--- src/common/mra_pkg.sv ---
// Constants and types for the memory request arbiter
// Function
// - Issue to 32 interleaved banks, at most one reference per 100 ns slot.
// - Central processor addresses get the relocation base added before issue.
// - Busy-bank rejects recirculate and are re-offered 300 ns later until accepted.
// - Swap halts the central processor, counters start only after halted confirms.
// - Swap address counter advances once per memory accept of current address.
// - Swap tag counter reaching 16 returns swap-complete to peripheral processors.
// - Operand address sets operand-pending and central-request, waits for empty staging.
// - Fetch address sets fetch-pending, loads only if staging empty and no operand.
// - Return jump or swap end sets suppress-increment, leaving advance gating alone.
// - Fixed priority: recirculated first, central second, peripheral last.
// - Central read blocked by write in first two stages, and vice versa.
// - During a swap ordinary peripheral reads and writes are blocked.
// - Each admitted address gets a valid bit and a go strobe to memory.
// - Queue input picks among four source paths per address bit by grant.
// - Each entering address is paired with a six-bit tag travelling with it.
// - Four queue stages of address, tag and valid; one stage lacks valid.
// - An accepted address is dropped and never re-enters the first stage.
package mra_pkg;
  localparam int CLK_PERIOD_NS = 25;
  localparam int SLOT_NS = 100;
  localparam int RECIRC_NS = 300;
  localparam int SLOT_CYCLES = (SLOT_NS + CLK_PERIOD_NS - 1) / CLK_PERIOD_NS;
  localparam int RECIRC_SLOTS = RECIRC_NS / SLOT_NS;
  localparam int BANK_COUNT = 32;
  localparam int ADDR_W = 18;
  localparam int TAG_W = 6;
  localparam int SWAP_CNT_W = 5;
  localparam logic [SWAP_CNT_W-1:0] SWAP_LAST = 5'h10;
  localparam logic [SWAP_CNT_W-1:0] SWAP_TAG_RST = 5'h00;
  localparam logic [1:0] SLOT_LAST = 2'(SLOT_CYCLES - 1);
  localparam logic [1:0] SLOT_RST = 2'h0;
  localparam logic [ADDR_W-1:0] ADDR_RST = 18'h00000;
  localparam logic [TAG_W-1:0] TAG_RST = 6'h00;
  typedef enum logic [1:0] {MRA_KIND_READ, MRA_KIND_WRITE, MRA_KIND_SWAP, MRA_KIND_NONE} mra_kind_t;
  typedef enum logic [1:0] {MRA_SW_IDLE, MRA_SW_HALT, MRA_SW_RUN} mra_swap_t;
endpackage

--- src/verilog/mra_arbiter.sv ---
// Memory request arbiter with four-stage re-issue queue
`timescale 1ns/1ps
`default_nettype none
module mra_arbiter (
  // Clock, reset, enable
  input wire logic core_clk,
  input wire logic rst,
  input wire logic ce,
  // Central processor
  input wire logic op_req,
  input wire logic [mra_pkg::ADDR_W-1:0] op_addr,
  input wire logic [mra_pkg::TAG_W-1:0] op_tag,
  input wire logic op_write,
  input wire logic fetch_req,
  input wire logic [mra_pkg::ADDR_W-1:0] fetch_addr,
  input wire logic [mra_pkg::TAG_W-1:0] fetch_tag,
  input wire logic return_jump,
  input wire logic cpu_halted,
  input wire logic [mra_pkg::ADDR_W-1:0] relocation_base_register,
  output logic operand_pending,
  output logic fetch_pending,
  output logic central_req,
  output logic suppress_inc,
  output logic cpu_halt,
  // Peripheral processors
  input wire logic pp_req,
  input wire logic [mra_pkg::ADDR_W-1:0] pp_addr,
  input wire logic [1:0] pp_kind,
  input wire logic [mra_pkg::TAG_W-1:0] pp_tag,
  output logic pp_grant,
  output logic swap_done,
  // Main memory
  input wire logic mem_accept,
  output logic mem_go,
  output logic [mra_pkg::ADDR_W-1:0] mem_addr,
  output logic [mra_pkg::TAG_W-1:0] mem_tag
);
  import mra_pkg::*;

  function automatic logic mode_clash(input logic v, input logic wr, input logic want);
    mode_clash = v && (wr != want);
  endfunction

  // Queue stages, flow order st1 -> st4 -> st3 -> st2
  logic [1:0] slot_reg, slot_next;
  logic [ADDR_W-1:0] st1_addr_reg, st1_addr_next, st4_addr_reg, st4_addr_next;
  logic [ADDR_W-1:0] st3_addr_reg, st3_addr_next, st2_addr_reg, st2_addr_next;
  logic [TAG_W-1:0] st1_tag_reg, st1_tag_next, st4_tag_reg, st4_tag_next;
  logic [TAG_W-1:0] st3_tag_reg, st3_tag_next, st2_tag_reg, st2_tag_next;
  logic st1_v_reg, st1_v_next, st4_v_reg, st4_v_next, st3_v_reg, st3_v_next;
  logic st1_wr_reg, st1_wr_next, st4_wr_reg, st4_wr_next, st3_wr_reg, st3_wr_next;
  logic acc_reg, acc_next, go_reg, go_next;
  logic tick, acc_hit, grant_re, grant_cp, grant_pp, grant_sw, pp_rw, cp_block;

  // Control state
  mra_swap_t sw_reg, sw_next;
  logic [ADDR_W-1:0] op_hold_reg, op_hold_next, fe_hold_reg, fe_hold_next;
  logic [TAG_W-1:0] op_htag_reg, op_htag_next, fe_htag_reg, fe_htag_next;
  logic op_hwr_reg, op_hwr_next;
  logic [ADDR_W-1:0] stg_addr_reg, stg_addr_next, sw_addr_reg, sw_addr_next;
  logic [TAG_W-1:0] stg_tag_reg, stg_tag_next;
  logic stg_wr_reg, stg_wr_next;
  logic [SWAP_CNT_W-1:0] sw_tag_reg, sw_tag_next;
  logic opp_reg, opp_next, fep_reg, fep_next, creq_reg, creq_next;
  logic sup_reg, sup_next, halt_reg, halt_next, swb_reg, swb_next;
  logic ppg_reg, ppg_next, done_reg, done_next;
  logic load_op, load_fe;

  // Grant decode, only at the slot boundary
  always_comb begin
    tick = ce && (slot_reg == SLOT_LAST);
    acc_hit = acc_reg || mem_accept;
    // Accepted address in st4 never comes back
    grant_re = tick && st3_v_reg;
    cp_block = mode_clash(st1_v_reg, st1_wr_reg, stg_wr_reg) ||
               mode_clash(st4_v_reg, st4_wr_reg, stg_wr_reg);
    grant_cp = tick && !grant_re && creq_reg && !cp_block;
    pp_rw = pp_req && (pp_kind == MRA_KIND_READ || pp_kind == MRA_KIND_WRITE);
    grant_sw = tick && !grant_re && !grant_cp && (sw_reg == MRA_SW_RUN) && !swb_reg;
    grant_pp = tick && !grant_re && !grant_cp && pp_rw && (sw_reg == MRA_SW_IDLE);
  end

  // Queue path
  always_comb begin
    slot_next = slot_reg;
    st1_addr_next = st1_addr_reg;
    st4_addr_next = st4_addr_reg;
    st3_addr_next = st3_addr_reg;
    st2_addr_next = st2_addr_reg;
    st1_tag_next = st1_tag_reg;
    st4_tag_next = st4_tag_reg;
    st3_tag_next = st3_tag_reg;
    st2_tag_next = st2_tag_reg;
    st1_v_next = st1_v_reg;
    st4_v_next = st4_v_reg;
    st3_v_next = st3_v_reg;
    st1_wr_next = st1_wr_reg;
    st4_wr_next = st4_wr_reg;
    st3_wr_next = st3_wr_reg;
    acc_next = acc_reg;
    go_next = 1'b0;
    if (ce) begin
      slot_next = tick ? SLOT_RST : slot_reg + 2'h1;
      // Sticky, so a one-cycle accept anywhere in the slot still counts
      acc_next = acc_reg || mem_accept;
      if (tick) begin
        acc_next = 1'b0;
        st4_addr_next = st1_addr_reg;
        st4_tag_next = st1_tag_reg;
        st4_v_next = st1_v_reg;
        st4_wr_next = st1_wr_reg;
        st3_addr_next = st4_addr_reg;
        st3_tag_next = st4_tag_reg;
        st3_v_next = st4_v_reg && !acc_hit;
        st3_wr_next = st4_wr_reg;
        // Address and tag delay only, no valid bit kept here
        st2_addr_next = st3_addr_reg;
        st2_tag_next = st3_tag_reg;
        // Four-way input select, steered by grant alone
        if (grant_re) begin
          st1_addr_next = st3_addr_reg;
          st1_tag_next = st3_tag_reg;
          st1_wr_next = st3_wr_reg;
        end else if (grant_cp) begin
          st1_addr_next = stg_addr_reg;
          st1_tag_next = stg_tag_reg;
          st1_wr_next = stg_wr_reg;
        end else if (grant_sw) begin
          st1_addr_next = sw_addr_reg;
          st1_tag_next = TAG_W'(sw_tag_reg);
          st1_wr_next = 1'b0;
        end else if (grant_pp) begin
          st1_addr_next = pp_addr;
          st1_tag_next = pp_tag;
          st1_wr_next = (pp_kind == MRA_KIND_WRITE);
        end
        st1_v_next = grant_re || grant_cp || grant_sw || grant_pp;
        go_next = st1_v_next;
      end
    end
  end

  always_ff @(posedge core_clk) begin
    if (rst) begin
      slot_reg <= SLOT_RST;
      st1_addr_reg <= ADDR_RST;
      st4_addr_reg <= ADDR_RST;
      st3_addr_reg <= ADDR_RST;
      st2_addr_reg <= ADDR_RST;
      st1_tag_reg <= TAG_RST;
      st4_tag_reg <= TAG_RST;
      st3_tag_reg <= TAG_RST;
      st2_tag_reg <= TAG_RST;
      st1_v_reg <= 1'b0;
      st4_v_reg <= 1'b0;
      st3_v_reg <= 1'b0;
      st1_wr_reg <= 1'b0;
      st4_wr_reg <= 1'b0;
      st3_wr_reg <= 1'b0;
      acc_reg <= 1'b0;
      go_reg <= 1'b0;
    end else begin
      slot_reg <= slot_next;
      st1_addr_reg <= st1_addr_next;
      st4_addr_reg <= st4_addr_next;
      st3_addr_reg <= st3_addr_next;
      st2_addr_reg <= st2_addr_next;
      st1_tag_reg <= st1_tag_next;
      st4_tag_reg <= st4_tag_next;
      st3_tag_reg <= st3_tag_next;
      st2_tag_reg <= st2_tag_next;
      st1_v_reg <= st1_v_next;
      st4_v_reg <= st4_v_next;
      st3_v_reg <= st3_v_next;
      st1_wr_reg <= st1_wr_next;
      st4_wr_reg <= st4_wr_next;
      st3_wr_reg <= st3_wr_next;
      acc_reg <= acc_next;
      go_reg <= go_next;
    end
  end

  // Central staging and swap control
  always_comb begin
    sw_next = sw_reg;
    op_hold_next = op_hold_reg;
    op_htag_next = op_htag_reg;
    op_hwr_next = op_hwr_reg;
    fe_hold_next = fe_hold_reg;
    fe_htag_next = fe_htag_reg;
    stg_addr_next = stg_addr_reg;
    stg_tag_next = stg_tag_reg;
    stg_wr_next = stg_wr_reg;
    sw_addr_next = sw_addr_reg;
    sw_tag_next = sw_tag_reg;
    opp_next = opp_reg;
    fep_next = fep_reg;
    creq_next = creq_reg;
    sup_next = sup_reg;
    halt_next = halt_reg;
    swb_next = swb_reg;
    ppg_next = 1'b0;
    done_next = 1'b0;
    load_op = 1'b0;
    load_fe = 1'b0;
    if (ce) begin
      // Granted entry frees staging; a new load is judged from the next cycle
      if (grant_cp) begin
        creq_next = 1'b0;
      end
      // Staging loads only when empty; operand outranks fetch
      load_op = opp_reg && !creq_reg;
      load_fe = fep_reg && !opp_reg && !creq_reg;
      if (load_op || load_fe) begin
        stg_addr_next = (load_op ? op_hold_reg : fe_hold_reg) + relocation_base_register;
        stg_tag_next = load_op ? op_htag_reg : fe_htag_reg;
        stg_wr_next = load_op && op_hwr_reg;
        creq_next = 1'b1;
      end
      if (load_op) begin
        opp_next = 1'b0;
      end
      if (load_fe) begin
        fep_next = 1'b0;
        sup_next = 1'b0;
      end
      // New requests win over the clear above
      if (op_req) begin
        opp_next = 1'b1;
        op_hold_next = op_addr;
        op_htag_next = op_tag;
        op_hwr_next = op_write;
      end
      if (fetch_req) begin
        fep_next = 1'b1;
        fe_hold_next = fetch_addr;
        fe_htag_next = fetch_tag;
      end
      if (return_jump) begin
        sup_next = 1'b1;
      end
      ppg_next = grant_pp;
      case (sw_reg)
        MRA_SW_IDLE: begin
          if (pp_req && pp_kind == MRA_KIND_SWAP) begin
            sw_addr_next = pp_addr;
            sw_tag_next = SWAP_TAG_RST;
            halt_next = 1'b1;
            ppg_next = 1'b1;
            sw_next = MRA_SW_HALT;
          end
        end
        MRA_SW_HALT: begin
          // Counters stay put until the processor confirms halted
          if (cpu_halted) begin
            swb_next = 1'b0;
            sw_next = MRA_SW_RUN;
          end
        end
        MRA_SW_RUN: begin
          if (grant_sw) begin
            swb_next = 1'b1;
          end
          // One swap address in flight, so any accept belongs to it
          if (tick && st4_v_reg && acc_hit) begin
            sw_addr_next = sw_addr_reg + 18'h00001;
            sw_tag_next = sw_tag_reg + 5'h01;
            swb_next = 1'b0;
            if (sw_tag_reg + 5'h01 == SWAP_LAST) begin
              done_next = 1'b1;
              halt_next = 1'b0;
              sup_next = 1'b1;
              sw_next = MRA_SW_IDLE;
            end
          end
        end
        default: sw_next = MRA_SW_IDLE;
      endcase
    end
  end

  always_ff @(posedge core_clk) begin
    if (rst) begin
      sw_reg <= MRA_SW_IDLE;
      op_hold_reg <= ADDR_RST;
      op_htag_reg <= TAG_RST;
      op_hwr_reg <= 1'b0;
      fe_hold_reg <= ADDR_RST;
      fe_htag_reg <= TAG_RST;
      stg_addr_reg <= ADDR_RST;
      stg_tag_reg <= TAG_RST;
      stg_wr_reg <= 1'b0;
      sw_addr_reg <= ADDR_RST;
      sw_tag_reg <= SWAP_TAG_RST;
      opp_reg <= 1'b0;
      fep_reg <= 1'b0;
      creq_reg <= 1'b0;
      sup_reg <= 1'b0;
      halt_reg <= 1'b0;
      swb_reg <= 1'b0;
      ppg_reg <= 1'b0;
      done_reg <= 1'b0;
    end else begin
      sw_reg <= sw_next;
      op_hold_reg <= op_hold_next;
      op_htag_reg <= op_htag_next;
      op_hwr_reg <= op_hwr_next;
      fe_hold_reg <= fe_hold_next;
      fe_htag_reg <= fe_htag_next;
      stg_addr_reg <= stg_addr_next;
      stg_tag_reg <= stg_tag_next;
      stg_wr_reg <= stg_wr_next;
      sw_addr_reg <= sw_addr_next;
      sw_tag_reg <= sw_tag_next;
      opp_reg <= opp_next;
      fep_reg <= fep_next;
      creq_reg <= creq_next;
      sup_reg <= sup_next;
      halt_reg <= halt_next;
      swb_reg <= swb_next;
      ppg_reg <= ppg_next;
      done_reg <= done_next;
    end
  end

  assign mem_go = go_reg;
  assign mem_addr = st1_addr_reg;
  assign mem_tag = st1_tag_reg;
  assign operand_pending = opp_reg;
  assign fetch_pending = fep_reg;
  assign central_req = creq_reg;
  assign suppress_inc = sup_reg;
  assign cpu_halt = halt_reg;
  assign pp_grant = ppg_reg;
  assign swap_done = done_reg;
endmodule
`default_nettype wire

--- config.mk ---
export PLATFORM = sky130hd
export DESIGN_NAME = mra_arbiter
export DESIGN_NICKNAME = d
export VERILOG_FILES = /design/src/common/mra_pkg.sv /design/src/verilog/mra_arbiter.sv
export SDC_FILE = /design/constraint.sdc
export NUM_CORES = 1
export LEC_CHECK = 0
export BUFFER_PORTS_ARGS = -buffer_cell sky130_fd_sc_hd__buf_2
export CAP_MARGIN = 20
export CORE_AREA = 2 2 154 156
export DETAILED_ROUTE_END_ITERATION = 16
export DIE_AREA = 0 0 156 158
export HOLD_SLACK_MARGIN = 0.15
export PLACE_DENSITY_LB_ADDON = 0.2
export SKIP_CTS_REPAIR_TIMING = 1
export SLEW_MARGIN = 0
export SYNTH_ARGS = -nofsm -noshare
export SYNTH_HDL_FRONTEND = slang
export SYNTH_SLANG_ARGS = --single-unit
--- constraint.sdc ---
create_clock -name core_clk -period 4.22 [get_ports core_clk]
set_input_delay 0.844 -clock core_clk [delete_from_list [all_inputs] [get_ports core_clk]]
set_output_delay 0.844 -clock core_clk [all_outputs]
set_load 0.02 [all_outputs]
==> results.yml <==
die:
  floorplan.die.width_microns: 156
  design.portCount: 134
  placeableCoreArea_sq_um: 23050
  die_area_sq_um: 24650
  fp.dieH_microns: 158
  core.rowCount: 56
  initial_utilization_pct: 39.38
placed_design:
  place.gp.congestion: 0.8304
  port_buffers: 133
  dp_hpwl_microns: 17690
grt:
  globalRouteMet2Util_pct: 31.10
  track_usage_pct: 21.05
  initial_antenna_violation_count: 0
  met3_use_gr_pct: 4.079
  first_global_vias: 7592
  grt-ovfl-total: 0
  global_route_wire_length_before_repair_microns: 41090
  grt_util_met1_pct: 31.50
  grt.busiest_layer: "met1"
  pin_count_of_the_biggest_net_entering_global_routing: 84
synth:
  ys_warn_count: 0
  post_synth.cell_area_avg_sq_um: 7.826
  seq_cells_post_synth: 189
  synth_edf_count: 0
  netlist_area_sq_um: 9079
  synth_top_area_cell: "sky130_fd_sc_hd__dfxtp_1"
  ys_async_sr_fraction_pct: 0
  postSynthNetCount: 1287
  synth_mux_area_share_pct: 4.121
  post_synth_most_frequent_cells: "sky130_fd_sc_hd__nand2_1 (301), sky130_fd_sc_hd__dfxtp_1 (189), sky130_fd_sc_hd__a21oi_1 (169)"
  synthMostInstantiatedCell: "sky130_fd_sc_hd__nand2_1"
  yosys.area.top_type_share_pct: 41.68
  post_synth_num_cell_types: 65
  synth_compound_area_share_pct: 23.18
  synthSimpleGateAreaFrac_pct: 22.31
  synth_adder_area_share_pct: 3.528
  largest_cells_by_area_after_synthesis: "sky130_fd_sc_hd__dfxtp_1 (42%), sky130_fd_sc_hd__nand2_1 (12%), sky130_fd_sc_hd__a21oi_1 (9.3%)"
  post_synth_inst_count: 1160
  yosys.area_share.xor_xnor_pct: 0.8682
  ys.flop_type: "sky130_fd_sc_hd__dfxtp_1"
  main_combinational_cell_family_by_area_after_synthesis: "compound AO/OA/AOI/OAI gates"
  synth_seq_area_share_pct: 41.68
cts:
  tritoncts_clock_tree: "yes"
  clock_sink_count: 189
  cts.reportedPaths.clkPinSlew_ns: 0.07
  clock_tree.root_cell: "sky130_fd_sc_hd__clkbuf_16"
  cts_max_level: 4
  worstSkewPairLatency_ns: 0.44
  clock_path_buffers: 2
  cts_buffers: 17
routing:
  routed_wirelength_microns: 25450
  drcViolationCount: 0
  wire_per_inst_microns: 16.44
  vias_per_cell: 5.433
  route.vias.total: 8410
  tritonroute_pass_1_iters: 5
  route.antenna.remaining_nets: 0
  1st_iter_drt_viols: 686
sta:
  fraction_of_the_cycle_the_final_worst_path_needs_pct: 76.63
  aggregate_negative_setup_slack_ns: 0
  max_slew.worst_pin.slew_ns: 0.9828
  timing.clock.skew_ns: 0.01097
  headroom_to_the_max_slew_limit_pct: 34.48
  setup_viol: 0
  layout_min_cycle_time_ns: 3.234
  final_hold_viol_count: 0
  fmax_mhz: 309.2
  maxSlewViolCount: 0
  grt_setup_unrepaired: "false"
power_and_ir_drop:
  p_total_mw: 3.879
  leakagePower_nw: 3.996
  vdd.ir_drop.worst_v: 0.0002792
  cellPowerDensity_nw_per_um2: 369.6
critical_path:
  worstPathRequired_ns: 4.54
  timing.critical_path.to_type: "flop"
  arrival_ns: 3.56
  worst-setup-path-type: "flop to flop"
  critical_path_peak_fanout: 18
  critical_path.cell_chain: "nor2b_2, buf_4, mux2_2, ha_1, a211oi_1, o211ai_1, and2_1, o41ai_1, nor4_1, a311o_1"
  cpMaxStageDelayCell: "sky130_fd_sc_hd__dfxtp_1"
  worst_setup_path_start_kind: "flop"
  peak_per_stage_delay_on_the_critical_path_ns: 0.40
cells_and_area:
  diodes_inserted: 0
  nNetsFinal: 1372
  flow.area_growth_from_synthesis_pct: 15.61
  final_core_util_pct: 45.53
  post_route_cells_drive_above_1_share_pct: 17.65
  filler_instances: 2348
hold_path:
  worstHoldPathType: "flop to flop"
status:
  run_status: "finished, final reports clean"
run:
  timing.max_cap.violations: 0
[per-layer routing]
metal | part of all wire (%) | routed length [microns]
met5 | 0 | 0
met4 | 0.92 | 233
met2 | 43 | 11000
met1 | 51 | 12950
met3 | 5.0 | 1265
[report_power, final]
part	total, mW	internal (mW)	switching, mW
Clock	1.59	0.814	0.778
Sequential	1.88	1.84	0.0435
Combinational	0.408	0.162	0.246
Total	3.88	2.81	1.07
[cells in the final DEF (no fill, tap or decap), types with 6 or more instances in the layout]
| cell type | n |
|---|---|
| sky130_fd_sc_hd__and2_1 | 8 |
| sky130_fd_sc_hd__a211oi_1 | 28 |
| sky130_fd_sc_hd__o211ai_1 | 10 |
| sky130_fd_sc_hd__inv_1 | 15 |
| sky130_fd_sc_hd__nor2_1 | 69 |
| sky130_fd_sc_hd__inv_6 | 7 |
| sky130_fd_sc_hd__nor2b_1 | 9 |
| sky130_fd_sc_hd__ha_1 | 24 |
| sky130_fd_sc_hd__mux2_2 | 19 |
| sky130_fd_sc_hd__buf_2 | 132 |
| sky130_fd_sc_hd__o21ai_0 | 24 |
| sky130_fd_sc_hd__nor3_1 | 11 |
| sky130_fd_sc_hd__xnor2_1 | 6 |
| sky130_fd_sc_hd__a21oi_1 | 169 |
| sky130_fd_sc_hd__nor4_1 | 6 |
| sky130_fd_sc_hd__buf_4 | 17 |
| sky130_fd_sc_hd__nand4_1 | 9 |
| sky130_fd_sc_hd__clkbuf_16 | 17 |
| sky130_fd_sc_hd__a22oi_1 | 10 |
| sky130_fd_sc_hd__a221oi_1 | 24 |
| sky130_fd_sc_hd__a21o_1 | 9 |
| sky130_fd_sc_hd__a31oi_1 | 7 |
| sky130_fd_sc_hd__a211oi_2 | 10 |
| sky130_fd_sc_hd__and3_1 | 7 |
| sky130_fd_sc_hd__mux2i_1 | 16 |
| sky130_fd_sc_hd__o21a_1 | 6 |
| sky130_fd_sc_hd__nand3_1 | 20 |
| sky130_fd_sc_hd__nand2_1 | 300 |
| sky130_fd_sc_hd__dfxtp_1 | 189 |
[per-stage QoR]
step	hold slack (ns)	cells	instance area, sq um	worst slack, ns
after floorplan	0.4317	1160	9079	0.8199
after global placement	0.4369	1516	9926	1.147
after detailed placement	0.4443	1516	9926	1.063
after CTS	0.4516	1548	10500	1.035
after global routing	0.4742	1548	10500	0.8186
final	0.4473	1548	10500	0.9861
[kinds of logic (layout without fill, tap and decap cells)]
group           count (synthesis)  count (layout)
fa+ha+maj                      25              25
buf+inv                       100             198
mux                            35              35
compound gates                330             330
simple gates                  472             472
flops                         189             189
xor+xnor                        9               9
[critical path, delay by kind of cell, from the launching register on]
family	cells	cell delay, ns
compound gates	4	1.29
simple gates	3	0.49
mux	1	0.38
flops	1	0.40
fa+ha+maj	1	0.29
buf+inv	1	0.27
[worst paths after layout]
check	startpoint	end	slack (ns)	depth (start not counted)
worst max-delay path	operand_pending	stg_addr_reg[11]	0.99	10
worst min-delay path	st4_addr_reg[13]	st3_addr_reg[13]	0.45	2
worst max register to register	operand_pending	stg_addr_reg[11]	0.99	10
worst min register to register	st4_addr_reg[13]	st3_addr_reg[13]	0.45	2
[final cells by class]
class	instances	area [sq um]	area share, %
inverter	16	60.06	0.5722
tap	290	362.8	3.457
timing repair buffer	150	799.5	7.617
sequential	189	3784	36.05
clock buffer	19	452.9	4.315
multi-input combinational	871	4920	46.87
clock inverter	13	117.6	1.121
(Power assumes the default switching activity.)
